$ cat config.mk
export PLATFORM = sky130hd
export DESIGN_NAME = tpg_top
export DESIGN_NICKNAME = d
export VERILOG_FILES = /design/src/pkg/tpg_pkg.sv /design/src/tpg_gradient.sv /design/src/tpg_top.sv
export SDC_FILE = /design/constraint.sdc
export NUM_CORES = 1
export LEC_CHECK = 0
export BUFFER_PORTS_ARGS = -buffer_cell sky130_fd_sc_hd__buf_4
export CAP_MARGIN = 20
export CORE_ASPECT_RATIO = 2
export CORE_UTILIZATION = 45
export CTS_CLUSTER_DIAMETER = 30
export DETAILED_ROUTE_END_ITERATION = 8
export PLACE_DENSITY_LB_ADDON = 0.25
export SLEW_MARGIN = 0
export SYNTH_ARGS = -nofsm -noshare
export SYNTH_HDL_FRONTEND = slang
export SYNTH_SLANG_ARGS = --single-unit
$ cat constraint.sdc
create_clock -name clk -period 9.6 [get_ports clk]
set_input_delay 0.96 -clock clk [delete_from_list [all_inputs] [get_ports clk]]
set_output_delay 0.96 -clock clk [all_outputs]
set_load 0.01 [all_outputs]
$ cat src/pkg/tpg_pkg.sv
// Constants, field layout and types shared by the test pattern generator
package tpg_pkg;

  // Register byte offsets on the AXI4-Lite slave
  localparam logic [7:0] REG_CTRL = 8'h00;
  localparam logic [7:0] REG_WIDTH = 8'h04;
  localparam logic [7:0] REG_HEIGHT = 8'h08;
  localparam logic [7:0] REG_STATUS = 8'h0c;

  // Field positions
  localparam int CTRL_SEL_LSB = 0;
  localparam int CTRL_SEL_W = 3;
  localparam int CTRL_EXT_BIT = 3;
  localparam int CTRL_ACQ_BIT = 4;
  localparam int STAT_FCNT_LSB = 0;
  localparam int STAT_BUSY_BIT = 16;
  localparam int STAT_BYPASS_BIT = 17;

  // Widths of pixel data and the frame counter
  localparam int PIX_W = 12;
  localparam int FCNT_W = 12;
  localparam int NARROW_W = 8;

  // Reset values
  localparam logic [15:0] WIDTH_RST = 16'h0800;
  localparam logic [15:0] HEIGHT_RST = 16'h0400;
  localparam logic EXT_RST = 1'b0;
  localparam logic ACQ_RST = 1'b0;
  localparam logic [FCNT_W-1:0] FCNT_RST = 12'h000;

  // AXI responses
  localparam logic [1:0] RESP_OKAY = 2'b00;
  localparam logic [1:0] RESP_DECERR = 2'b11;

  // Pattern selection codes
  typedef enum logic [2:0] {
    PATTERN_SELECT_OFF = 3'b000,
    PATTERN_SELECT_FIRST = 3'b001,
    PATTERN_SELECT_MOV8 = 3'b010,
    PATTERN_SELECT_MOV12 = 3'b011,
    PATTERN_SELECT_FT8 = 3'b100,
    PATTERN_SELECT_FT12 = 3'b101
  } tpg_pat_e;

  // Line builder states
  typedef enum logic [1:0] {
    ST_IDLE = 2'b00,
    ST_WAIT_LINE = 2'b01,
    ST_LINE = 2'b10
  } tpg_state_e;

endpackage

$ cat src/tpg_gradient.sv
// Diagonal gradient value for one pixel
`timescale 1ns/1ps
`default_nettype none

module tpg_gradient
  import tpg_pkg::*;
#(
  parameter int DIM_W = 16
) (
  // Pixel position and frame count
  input wire logic [DIM_W-1:0] col,
  input wire logic [DIM_W-1:0] row,
  input wire logic [FCNT_W-1:0] fcnt,
  // Pattern of the current frame
  input wire tpg_pat_e sel,
  // Gray value
  output logic [PIX_W-1:0] value
);

  logic moving;
  logic [PIX_W-1:0] sum;

  // Moving patterns add the frame count, fixed one does not
  assign moving = (sel != PATTERN_SELECT_FIRST); // RULE9
  // Truncation to twelve bits is the modulo 4096
  assign sum = col[PIX_W-1:0] + row[PIX_W-1:0] + (moving ? fcnt : FCNT_RST); // RULE11 RULE13

  // Eight-bit patterns keep only the low byte
  always_comb begin
    unique case (sel)
      PATTERN_SELECT_MOV12, PATTERN_SELECT_FT12: value = sum; // RULE11 RULE13
      default: value = {{(PIX_W-NARROW_W){1'b0}}, sum[NARROW_W-1:0]}; // RULE8 RULE10 RULE12
    endcase
  end

endmodule

`default_nettype wire

$ cat src/tpg_top.sv
// Function
// RULE1 - Test mode ignores sensor data, builds lines
// RULE2 - Finished test frame goes out normal path
// RULE3 - Frame size follows geometry settings
// RULE4 - External triggers still needed in test mode
// RULE5 - Analog settings never alter test pixels
// RULE6 - Patterns 1-3 bypass processing, 4-5 not
// RULE7 - Selector picks one pattern or off
// RULE8 - Pattern 1: column plus row mod 256
// RULE9 - Frame counter advances each new frame
// RULE10 - Pattern 2: col+row+counter mod 256
// RULE11 - Pattern 3: col+row+counter mod 4096
// RULE12 - Pattern 4 like 2, through processing
// RULE13 - Pattern 5 like 3, through processing
// RULE14 - Column and row start at zero
// RULE15 - Frame counter resets zero, wraps naturally
`timescale 1ns/1ps
`default_nettype none

module tpg_top
  import tpg_pkg::*;
#(
  parameter int DIM_W = 16,
  parameter int AXI_AW = 8
) (
  // Clock and reset
  input wire logic clk,
  input wire logic reset_n,
  // AXI4-Lite write address
  input wire logic s_axi_awvalid,
  output logic s_axi_awready,
  input wire logic [AXI_AW-1:0] s_axi_awaddr,
  // AXI4-Lite write data
  input wire logic s_axi_wvalid,
  output logic s_axi_wready,
  input wire logic [31:0] s_axi_wdata,
  input wire logic [3:0] s_axi_wstrb,
  // AXI4-Lite write response
  output logic s_axi_bvalid,
  input wire logic s_axi_bready,
  output logic [1:0] s_axi_bresp,
  // AXI4-Lite read address
  input wire logic s_axi_arvalid,
  output logic s_axi_arready,
  input wire logic [AXI_AW-1:0] s_axi_araddr,
  // AXI4-Lite read data
  output logic s_axi_rvalid,
  input wire logic s_axi_rready,
  output logic [31:0] s_axi_rdata,
  output logic [1:0] s_axi_rresp,
  // Trigger pins
  input wire logic frame_trig_pin,
  input wire logic line_trig_pin,
  // Sensor and converter stream
  input wire logic sens_valid,
  input wire logic [PIX_W-1:0] sens_data,
  input wire logic sens_sol,
  input wire logic sens_sof,
  input wire logic sens_eol,
  input wire logic sens_eof,
  // Stream toward frame memory
  output logic pix_valid,
  output logic [PIX_W-1:0] pix_data,
  output logic pix_sol,
  output logic pix_sof,
  output logic pix_eol,
  output logic pix_eof,
  output logic pix_bypass,
  output logic pix_test,
  // Frame complete, starts transmission
  output logic frame_done
);

  // Register contents
  tpg_pat_e sel_r;
  logic ext_trig_r;
  logic acq_en_r;
  logic [DIM_W-1:0] width_r;
  logic [DIM_W-1:0] height_r;

  // AXI channel state
  logic aw_ready_r;
  logic w_ready_r;
  logic bvalid_r;
  logic [1:0] bresp_r;
  logic [AXI_AW-1:0] aw_addr_r;
  logic [31:0] w_data_r;
  logic [3:0] w_strb_r;
  logic ar_ready_r;
  logic rvalid_r;
  logic [31:0] rdata_r;
  logic [1:0] rresp_r;
  logic do_write;
  logic [31:0] width_m;
  logic [31:0] height_m;

  // Trigger synchronisers and edge detection
  logic [1:0] ftrig_sync_r;
  logic [1:0] ltrig_sync_r;
  logic ftrig_prev_r;
  logic ltrig_prev_r;
  logic ftrig_rise;
  logic ltrig_rise;

  // Line builder
  tpg_state_e st_r;
  tpg_pat_e frame_sel_r;
  logic [DIM_W-1:0] col_r;
  logic [DIM_W-1:0] row_r;
  logic [FCNT_W-1:0] fcnt_r;
  logic frame_start;
  logic line_start;
  logic last_col;
  logic last_row;
  logic [PIX_W-1:0] gen_val;
  logic gen_busy;
  logic test_mode;

  // Output flops
  logic pix_valid_r;
  logic [PIX_W-1:0] pix_data_r;
  logic pix_sol_r;
  logic pix_sof_r;
  logic pix_eol_r;
  logic pix_eof_r;
  logic pix_bypass_r;
  logic pix_test_r;
  logic frame_done_r;

  // Replace only the bytes whose strobe is set
  function automatic logic [31:0] merge_bytes(input logic [31:0] old_v, input logic [31:0] new_v,
                                              input logic [3:0] strb);
    logic [31:0] res;
    res = old_v;
    for (int i = 0; i < 4; i++) begin
      if (strb[i]) begin
        res[i*8 +: 8] = new_v[i*8 +: 8];
      end
    end
    return res;
  endfunction

  // Codes with no pattern behind them fall back to off
  function automatic tpg_pat_e to_pattern(input logic [CTRL_SEL_W-1:0] code);
    tpg_pat_e p;
    unique case (code)
      3'h1: p = PATTERN_SELECT_FIRST;
      3'h2: p = PATTERN_SELECT_MOV8;
      3'h3: p = PATTERN_SELECT_MOV12;
      3'h4: p = PATTERN_SELECT_FT8;
      3'h5: p = PATTERN_SELECT_FT12;
      default: p = PATTERN_SELECT_OFF;
    endcase
    return p;
  endfunction

  // Write address channel, held until the response is taken
  always_ff @(posedge clk) begin
    if (!reset_n) begin
      aw_ready_r <= 1'b1;
      aw_addr_r <= '0;
    end else if (s_axi_awvalid && aw_ready_r) begin
      aw_ready_r <= 1'b0;
      aw_addr_r <= s_axi_awaddr;
    end else if (bvalid_r && s_axi_bready) begin
      aw_ready_r <= 1'b1;
    end
  end

  // Write data channel, either order against the address
  always_ff @(posedge clk) begin
    if (!reset_n) begin
      w_ready_r <= 1'b1;
      w_data_r <= 32'h0000_0000;
      w_strb_r <= 4'h0;
    end else if (s_axi_wvalid && w_ready_r) begin
      w_ready_r <= 1'b0;
      w_data_r <= s_axi_wdata;
      w_strb_r <= s_axi_wstrb;
    end else if (bvalid_r && s_axi_bready) begin
      w_ready_r <= 1'b1;
    end
  end

  assign do_write = !aw_ready_r && !w_ready_r && !bvalid_r;

  // Write response one cycle after both halves are held
  always_ff @(posedge clk) begin
    if (!reset_n) begin
      bvalid_r <= 1'b0;
      bresp_r <= RESP_OKAY;
    end else if (do_write) begin
      bvalid_r <= 1'b1;
      bresp_r <= (aw_addr_r[7:2] == REG_CTRL[7:2] || aw_addr_r[7:2] == REG_WIDTH[7:2] ||
                  aw_addr_r[7:2] == REG_HEIGHT[7:2] || aw_addr_r[7:2] == REG_STATUS[7:2]) ?
                 RESP_OKAY : RESP_DECERR;
    end else if (bvalid_r && s_axi_bready) begin
      bvalid_r <= 1'b0;
    end
  end

  // Control register; selector takes a pattern or off
  always_ff @(posedge clk) begin
    if (!reset_n) begin
      sel_r <= PATTERN_SELECT_OFF;
      ext_trig_r <= EXT_RST;
      acq_en_r <= ACQ_RST;
    end else if (do_write && aw_addr_r[7:2] == REG_CTRL[7:2] && w_strb_r[0]) begin
      sel_r <= to_pattern(w_data_r[CTRL_SEL_LSB +: CTRL_SEL_W]); // RULE7
      ext_trig_r <= w_data_r[CTRL_EXT_BIT];
      acq_en_r <= w_data_r[CTRL_ACQ_BIT];
    end
  end

  // Byte-merged geometry words, ready for a pending write
  assign width_m = merge_bytes({{(32-DIM_W){1'b0}}, width_r}, w_data_r, w_strb_r);
  assign height_m = merge_bytes({{(32-DIM_W){1'b0}}, height_r}, w_data_r, w_strb_r);

  // Frame geometry; zero would stall a frame, so it is held at one
  always_ff @(posedge clk) begin
    if (!reset_n) begin
      width_r <= WIDTH_RST[DIM_W-1:0];
      height_r <= HEIGHT_RST[DIM_W-1:0];
    end else if (do_write && aw_addr_r[7:2] == REG_WIDTH[7:2]) begin
      width_r <= (width_m[DIM_W-1:0] == '0) ? DIM_W'(1) : width_m[DIM_W-1:0]; // RULE3
    end else if (do_write && aw_addr_r[7:2] == REG_HEIGHT[7:2]) begin
      height_r <= (height_m[DIM_W-1:0] == '0) ? DIM_W'(1) : height_m[DIM_W-1:0]; // RULE3
    end
  end

  // Read channel, data one cycle after the address
  always_ff @(posedge clk) begin
    if (!reset_n) begin
      ar_ready_r <= 1'b1;
      rvalid_r <= 1'b0;
      rdata_r <= 32'h0000_0000;
      rresp_r <= RESP_OKAY;
    end else if (s_axi_arvalid && ar_ready_r) begin
      ar_ready_r <= 1'b0;
      rvalid_r <= 1'b1;
      rresp_r <= RESP_OKAY;
      rdata_r <= 32'h0000_0000;
      unique case (s_axi_araddr[7:2])
        REG_CTRL[7:2]: begin
          rdata_r[CTRL_SEL_LSB +: CTRL_SEL_W] <= sel_r;
          rdata_r[CTRL_EXT_BIT] <= ext_trig_r;
          rdata_r[CTRL_ACQ_BIT] <= acq_en_r;
        end
        REG_WIDTH[7:2]: rdata_r[DIM_W-1:0] <= width_r;
        REG_HEIGHT[7:2]: rdata_r[DIM_W-1:0] <= height_r;
        REG_STATUS[7:2]: begin
          rdata_r[STAT_FCNT_LSB +: FCNT_W] <= fcnt_r;
          rdata_r[STAT_BUSY_BIT] <= gen_busy;
          rdata_r[STAT_BYPASS_BIT] <= pix_bypass_r;
        end
        default: rresp_r <= RESP_DECERR;
      endcase
    end else if (rvalid_r && s_axi_rready) begin
      rvalid_r <= 1'b0;
      ar_ready_r <= 1'b1;
    end
  end

  // Trigger pins cross in through two flops each
  always_ff @(posedge clk) begin
    if (!reset_n) begin
      ftrig_sync_r <= 2'b00;
      ltrig_sync_r <= 2'b00;
      ftrig_prev_r <= 1'b0;
      ltrig_prev_r <= 1'b0;
    end else begin
      ftrig_sync_r <= {ftrig_sync_r[0], frame_trig_pin};
      ltrig_sync_r <= {ltrig_sync_r[0], line_trig_pin};
      ftrig_prev_r <= ftrig_sync_r[1];
      ltrig_prev_r <= ltrig_sync_r[1];
    end
  end

  assign ftrig_rise = ftrig_sync_r[1] && !ftrig_prev_r;
  assign ltrig_rise = ltrig_sync_r[1] && !ltrig_prev_r;

  // External mode waits on the pins; a missed edge is a missed frame
  assign frame_start = ext_trig_r ? ftrig_rise : 1'b1; // RULE4
  assign line_start = ext_trig_r ? ltrig_rise : 1'b1; // RULE4
  assign last_col = (col_r == width_r - DIM_W'(1)); // RULE3
  assign last_row = (row_r == height_r - DIM_W'(1)); // RULE3
  assign gen_busy = (st_r != ST_IDLE);
  assign test_mode = gen_busy || (sel_r != PATTERN_SELECT_OFF); // RULE1

  // Frame and line sequencing; pattern is latched per frame
  always_ff @(posedge clk) begin
    if (!reset_n) begin
      st_r <= ST_IDLE;
      frame_sel_r <= PATTERN_SELECT_OFF;
      col_r <= '0;
      row_r <= '0;
    end else begin
      unique case (st_r)
        ST_IDLE: begin
          if (sel_r != PATTERN_SELECT_OFF && acq_en_r && frame_start) begin
            st_r <= ST_WAIT_LINE;
            frame_sel_r <= sel_r;
            row_r <= '0; // RULE14
          end
        end
        ST_WAIT_LINE: begin
          if (line_start) begin
            st_r <= ST_LINE;
            col_r <= '0; // RULE14
          end
        end
        ST_LINE: begin
          if (last_col) begin
            col_r <= '0;
            if (last_row) begin
              st_r <= ST_IDLE;
            end else begin
              row_r <= row_r + DIM_W'(1); // RULE14
              st_r <= ST_WAIT_LINE;
            end
          end else begin
            col_r <= col_r + DIM_W'(1); // RULE14
          end
        end
        default: st_r <= ST_IDLE;
      endcase
    end
  end

  // Frame counter bumps at each test frame start and wraps freely
  always_ff @(posedge clk) begin
    if (!reset_n) begin
      fcnt_r <= FCNT_RST; // RULE15
    end else if (st_r == ST_IDLE && sel_r != PATTERN_SELECT_OFF && acq_en_r && frame_start) begin
      fcnt_r <= fcnt_r + FCNT_W'(1); // RULE9 RULE15
    end
  end

  // Gradient arithmetic for the current pixel
  tpg_gradient #(
    .DIM_W(DIM_W)
  ) u_gradient (
    .col(col_r),
    .row(row_r),
    .fcnt(fcnt_r),
    .sel(frame_sel_r),
    .value(gen_val)
  );

  // Output stream: generated pixels in test mode, sensor otherwise.
  // No gain or offset sits on the generated path, so analog settings
  // cannot reach it.
  always_ff @(posedge clk) begin
    if (!reset_n) begin
      pix_valid_r <= 1'b0;
      pix_data_r <= '0;
      pix_sol_r <= 1'b0;
      pix_sof_r <= 1'b0;
      pix_eol_r <= 1'b0;
      pix_eof_r <= 1'b0;
      pix_test_r <= 1'b0;
    end else if (test_mode) begin
      pix_valid_r <= (st_r == ST_LINE); // RULE1
      pix_data_r <= gen_val; // RULE1 RULE5
      pix_sol_r <= (st_r == ST_LINE) && (col_r == '0);
      pix_sof_r <= (st_r == ST_LINE) && (col_r == '0) && (row_r == '0);
      pix_eol_r <= (st_r == ST_LINE) && last_col;
      pix_eof_r <= (st_r == ST_LINE) && last_col && last_row;
      pix_test_r <= 1'b1;
    end else begin
      pix_valid_r <= sens_valid;
      pix_data_r <= sens_data;
      pix_sol_r <= sens_sol;
      pix_sof_r <= sens_sof;
      pix_eol_r <= sens_eol;
      pix_eof_r <= sens_eof;
      pix_test_r <= 1'b0;
    end
  end

  // Processing bypass for the first three patterns only
  always_ff @(posedge clk) begin
    if (!reset_n) begin
      pix_bypass_r <= 1'b0;
    end else if (test_mode) begin
      pix_bypass_r <= (gen_busy ? frame_sel_r : sel_r) inside {PATTERN_SELECT_FIRST,
                      PATTERN_SELECT_MOV8, PATTERN_SELECT_MOV12}; // RULE6 RULE12 RULE13
    end else begin
      pix_bypass_r <= 1'b0;
    end
  end

  // Frame end hands off to transmission just as a sensor frame does
  always_ff @(posedge clk) begin
    if (!reset_n) begin
      frame_done_r <= 1'b0;
    end else if (test_mode) begin
      frame_done_r <= (st_r == ST_LINE) && last_col && last_row; // RULE2
    end else begin
      frame_done_r <= sens_valid && sens_eof; // RULE2
    end
  end

  // Port drive
  assign s_axi_awready = aw_ready_r;
  assign s_axi_wready = w_ready_r;
  assign s_axi_bvalid = bvalid_r;
  assign s_axi_bresp = bresp_r;
  assign s_axi_arready = ar_ready_r;
  assign s_axi_rvalid = rvalid_r;
  assign s_axi_rdata = rdata_r;
  assign s_axi_rresp = rresp_r;
  assign pix_valid = pix_valid_r;
  assign pix_data = pix_data_r;
  assign pix_sol = pix_sol_r;
  assign pix_sof = pix_sof_r;
  assign pix_eol = pix_eol_r;
  assign pix_eof = pix_eof_r;
  assign pix_bypass = pix_bypass_r;
  assign pix_test = pix_test_r;
  assign frame_done = frame_done_r;

endmodule

`default_nettype wire

Word-level counts from Yosys, hierarchy flattened:

Cells that the tools add are included.

* bits in registers: 165
* logic and storage cells: 170
* bits of input ports: 78
* output and inout port bits: 61

* add/subtract/negate cells: 7
* mux-type cells: 47
* equality and inequality tests: 25
* reductions and logical operators: 56
* bitwise gates (word level): 1

Operators by type and width (count)
* 16-bit two-way mux: 7
* 16-bit logical NOT: 4
* 16-bit one-hot mux with 2 select lines: 2
* 12-bit two-way mux: 3
* 16-bit by 1-bit adder with 16-bit output (second input constant): 2
* 16-bit equality test: 2
* 8-bit two-way mux: 4
* 16-bit by 1-bit subtractor with 16-bit output (second input constant): 2
* 12-bit adder: 2
* 6-bit by 2-bit equality test with 1-bit output (second input constant): 4
* 1-bit logical AND: 23
* 7-bit one-hot mux with 3 select lines: 1
* 5-bit one-hot mux with 4 select lines: 1
* 1-bit two-way mux: 19
* 3-bit by 2-bit equality test with 1-bit output (second input constant): 5
* 3-bit one-hot mux with 5 select lines: 1
* 2-bit nonzero test: 7
* 12-bit by 1-bit adder with 12-bit output (second input constant): 1
* 6-bit by 1-bit equality test with 1-bit output (second input constant): 2
* 6-bit logical NOT: 2
* 2-bit two-way mux: 6
* 3-bit equality test (second input constant): 3
* 2-bit inequality test (second input constant): 4
* 4-bit one-hot mux with 2 select lines: 1
* other kinds (16): 28

Depth between registers and ports, before layout:

* word-level depth: 6
* gate-level depth with buffers: 17
* mapped depth without buffers: 16

Cells and area by module:

Synthesis repeated with hierarchy kept, for this count alone.

* cell total of the unflattened synthesis: 1107
* area total of the unflattened synthesis: 8898.5 sq um

By module, submodules not included
* tpg_top: cells an instance 1005, area each 8054.0 sq um, instances 1, seq. area each 3223.1 sq um
* tpg_gradient: cells an instance 102, area each 844.6 sq um, instances 1, seq. area each 0.0 sq um

Least setup slack after synthesis:

OpenSTA, ideal clock, no wires.

* path type: reg2reg
* from: reg frame_sel_r[0]
* to: reg pix_data_r[10] (netlist: pix_data[10])
* path buffers: 1
* library setup time: 0.122 ns
* cell stages (with the launch flop): 15
* data arrival time: 3.315 ns
* required time: 9.478 ns
* period minus slack after synthesis: 3.436 ns
* setup slack: 6.164 ns
* path through: dfxtp_1 -> nor3b_1 -> clkbuf_1 -> nor2b_1 -> fa_1 -> ha_1 -> a21o_1 -> a21o_1 -> a21o_1 -> a21o_1 -> a21oi_1 -> nor2_1 -> a2111oi_0 -> xor2_1 -> o21ai_0

* longest elaborated chain between the ends: 5
* elaborated cells on any way between the ends: 8
* classes of those cells: 1 x add/sub; 3 x eq/ne; 3 x mux; 1 x reduce/logical

RTL lines
* from (decl): line tpg_top.sv:107 `tpg_pat_e frame_sel_r;`
* from (signal assigned): line tpg_top.sv:302 `frame_sel_r <= sel_r;`
* 3-bit by 1-bit inequality test with 1-bit output: line tpg_gradient.sv:24 `assign moving = (sel != PATTERN_SELECT_FIRST);`
* 12-bit two-way mux: line tpg_gradient.sv:26 `assign sum = col[PIX_W-1:0] + row[PIX_W-1:0] + (moving ? fcnt : FCNT_RST);`
* 12-bit adder: line tpg_gradient.sv:26
* 12-bit two-way mux *: line tpg_gradient.sv:30 `unique case (sel)`
* 12-bit two-way mux *: line tpg_top.sv:362 `end else if (test_mode) begin`
* to (signal assigned): line tpg_top.sv:364 `pix_data_r <= gen_val;`
* to (signal assigned): line tpg_top.sv:372 `pix_data_r <= sens_data;`
* to (decl): line tpg_top.sv:121 `logic [PIX_W-1:0] pix_data_r;`

Mark *: on every way between the ends. The rest lies on a longest branch, timed or not.
A chain may end at the register's enable or synchronous reset.

Worst setup path after layout:

* from: reg width_r[0]
* to: reg col_r[9]

* longest elaborated chain between the ends: 4

RTL lines
* from (decl): line tpg_top.sv:78 `logic [DIM_W-1:0] width_r;`
* from (signal assigned): line tpg_top.sv:222 `width_r <= WIDTH_RST[DIM_W-1:0];`
* from (signal assigned): line tpg_top.sv:225 `width_r <= (width_m[DIM_W-1:0] == '0) ? DIM_W'(1) : width_m[DIM_W-1:0];`
* 16-bit by 1-bit subtractor with 16-bit output: line tpg_top.sv:285 `assign last_col = (col_r == width_r - DIM_W'(1));`
* 16-bit equality test: line tpg_top.sv:285
* 16-bit two-way mux: line tpg_top.sv:313 `if (last_col) begin`
* 16-bit one-hot mux with 2 select lines: line tpg_top.sv:298 `unique case (st_r)`
* to (signal assigned): line tpg_top.sv:322 `col_r <= col_r + DIM_W'(1);`
* to (decl): line tpg_top.sv:108 `logic [DIM_W-1:0] col_r;`

Every way passes these cells.

==> impl_metrics.py <==
metrics = {
    "run_status": {
        "status": "completed",
    },
    "clock_network": {
        "cts_resized": 0,
        "cts_made_buffers": 17,
        "clock_path_buffers": 2,
        "hold_buffers": 0,
        "root_buffer": "clkbuf_16",
        "clock_latency_ns": 0.44,
        "clock_sinks": 161,
        "cts_tree": "built",
        "post_cts_buffers": 0,
        "h-tree-depth": 4,
        "clk_pin_slew_ns": 0.07,
    },
    "worst_setup_path": {
        "worst_ep_required_time_ns": 9.98,
        "slowest_stage": "a41oi_1",
        "arrival_ns": 4.13,
        "crit_path_max_fanout": 19,
        "start_kind": "flop",
        "r2r_setup_slack_ns": 5.85,
        "critPathTopFamily": "simple AND/OR/NAND/NOR gates",
        "r2r_end": "col_r[9]",
        "crit_buf_inv": 1,
        "reg2reg_from": "width_r[0]",
        "crit_chain": "inv_1 > ha_1 > nor4b_4 > and2_2 > and3_1 > a211oi_1 > o31ai_1 > a41oi_1 > nand2_1 > nor4_1 > a21o_1",
        "critPathMaxStageDelay_ns": 0.66,
        "end_kind": "flop",
        "critical_path_class": "reg2reg",
        "reg2reg_depth": 11,
    },
    "final_layout": {
        "multi_input_area_um2": 5336,
        "design_area_um2": 10400,
        "fill_cells": 1918,
        "nNetsFinal": 1265,
        "regArea_um2": 3223,
        "final_common_cell": "dfxtp_1",
        "final_cell_mix": "dfxtp_1, nand2_1, buf_4",
        "final_layout_size_suffix_gt1_share_pct": 14.88,
        "num_antenna_cells": 0,
        "syn_to_final_growth_pct": 15.80,
    },
    "synthesis": {
        "async_reset_ff_share_pct": 0,
        "ys.warnings.count": 0,
        "synth_top_area_share_pct": 35.90,
        "yosysSeqAreaShare_pct": 35.90,
        "avgSynthCellArea_um2": 8.177,
        "yosys.cell_types.count": 70,
        "ys_ff_latch": 161,
        "synth_ff_type": "dfxtp_1",
        "syn_inst": 1098,
        "netlist_top_cells_area": "dfxtp_1, nand2_1, a21oi_1",
        "synth_area_um2": 8979,
        "synth_edf_count": 0,
        "yosys.area.top_type": "dfxtp_1",
    },
    "power_and_ir_drop": {
        "power.switching_uw": 383.5,
        "p_int_uw": 1093,
        "p_seq_share_pct": 47.0,
        "ir_drop_uv": 100.7,
        "cellPowerDensity_nw_per_um2": 142.0,
        "clockPowerShare_pct": 47.3,
        "p_comb_share_pct": 5.7,
        "p_sw_share_pct": 25.97,
        "p_leak_uw": 0.004323,
    },
    "detailed_routing": {
        "routed_wirelength_um": 25970,
        "drc_errors": 0,
        "dr.pass1.iters": 7,
        "antenna_left": 0,
        "wl_per_cell_um": 18.19,
        "routed_via_density": 5.678,
        "vias": 8108,
        "drt-initial-drc-count": 531,
    },
    "sta": {
        "fin_crit_sh_pct": 39.08,
        "fin_worst_skew_ns": 0.01424,
        "hold_violations": 0,
        "worstMarginPinSlew_ns": 0.7836,
        "maxSlewViolCount": 0,
        "min_period_ns": 3.752,
        "slew_headroom_pct": 47.76,
        "finalSetupTns_ns": 0,
        "max_clock_freq_mhz": 266.6,
        "setup_violations": 0,
        "grt_setup_unrepaired": "false",
        "hold_slack_ns": 0.4294,
        "setup_ws_ns": 5.848,
    },
    "floorplan": {
        "coreArea_um2": 19460,
        "die_area_um2": 20560,
        "row_count": 72,
        "ios": 139,
        "start_util_pct": 46.14,
        "die_w_um": 101.9,
        "die_h_um": 201.8,
    },
    "global_route": {
        "track_usage_pct": 26.41,
        "antenna_found_initial": 0,
        "grt_pass1_vias": 7714,
        "grt_pass1_wl_um": 40900,
        "overflow": 0,
        "grt_start_max_net_pins": 74,
    },
    "placed_design": {
        "post_dp_cell_area_um2": 9789,
        "place_ws_ns": 5.966,
        "gp_congestion": 0.9242,
        "io_buffers": 102,
        "place_hpwl_um": 19670,
    },
    "job": {
        "cap_violations": 0,
    },
    "min_path": {
        "holdCritPathClass": "reg2reg",
        "hold_path_end": "ltrig_sync_r[1]",
        "min_from": "ltrig_sync_r[0]",
        "min_path_cells": 1,
    },
}
worst max-delay path by stage:
stage	start	end	slack [ns]	depth (start not counted)
floorplan	frame_sel_r[0]	pix_data[10]	6.16	14
global placement	width_r[0]	col_r[9]	6.04	11
detailed placement	width_r[0]	col_r[9]	5.97	11
CTS	width_r[0]	col_r[9]	5.95	11
global route	width_r[0]	col_r[5]	5.71	11
finish	width_r[0]	col_r[9]	5.85	11
state kept, by name, summed over array words and instances, names as in the netlist, 6 cells and up:
signal and count:
height_r 16, pix_data 12, row_r 16, width_r 16, s_axi_rdata 18, fcnt_r 12
w_data_r 16, aw_addr_r 6, col_r 16
area by class of cell:
type                            count  share of cell area, %
Tap cell                          259                  3.117
Multi-Input combinational cell    844                  51.32
Clock buffer                       17                  4.091
Sequential cell                   161                  31.00
Inverter                           24                 0.8785
Timing Repair Buffer              108                  7.834
Clock inverter                     15                  1.757
synth_stat cells, drive strengths merged (7+ instances only):
master and n:
and2 11, a22o 11, or4 15, or3 18
clkbuf 55, nor2b 18, dfxtp 161, nor3 22
nand2 140, o21ai 48, nand4 12, mux2 7
nand3 45, fa 12, nand2b 14, mux2i 27
o211ai 7, a21o 16, xnor2 28, xor2 38
o31ai 7, buf 27, ha 19, inv 24
nor3b 11, a22oi 8, and3 17, a21oi 100
nor4 23, nor2 105
power groups by stage:
stage / Combinational (µW) / Sequential (µW) / Clock [µW]
3_5_place_dp: 85.3 / 709 / 0
5_1_grt: 94.4 / 695 / 740
2_1_floorplan: 50.9 / 707 / 0
3_3_place_gp: 84.3 / 709 / 0
4_1_cts: 85.5 / 694 / 710
6_report: 84.2 / 694 / 699
layer usage:
layer  vias up  global-route usage [%]  wire (µm)
met5         -                       0          0
met4         0                   19.54       1957
met3        80                   3.230        919
met2       248                   47.37      13810
met1      3819                   27.21       9283
li1       3961                       -          -
cell families after synthesis:
| logic type | Yosys count | synth area share, % |
|---|---|---|
| AND/OR/NAND/NOR | 464 | 25.92 |
| other | 1 | 0.04177 |
| buffers and inverters | 106 | 5.323 |
| AO/OA/AOI/OAI | 230 | 15.91 |
| multiplexers | 39 | 5.142 |
| XOR/XNOR | 66 | 6.438 |
| flip-flops | 161 | 35.90 |
| adder cells (fa/ha/maj) | 31 | 5.323 |
stage by stage:
step,instances,util (%),total power [µW]
after floorplan,1111,-,757.7
after global placement,1395,50.25,792.9
after detailed placement,1396,50.31,794.4
after CTS,1428,53.43,1489
after global routing,1428,53.43,1530
final,1428,53.43,1477
Note: power is estimated with default switching activity, not from simulation.
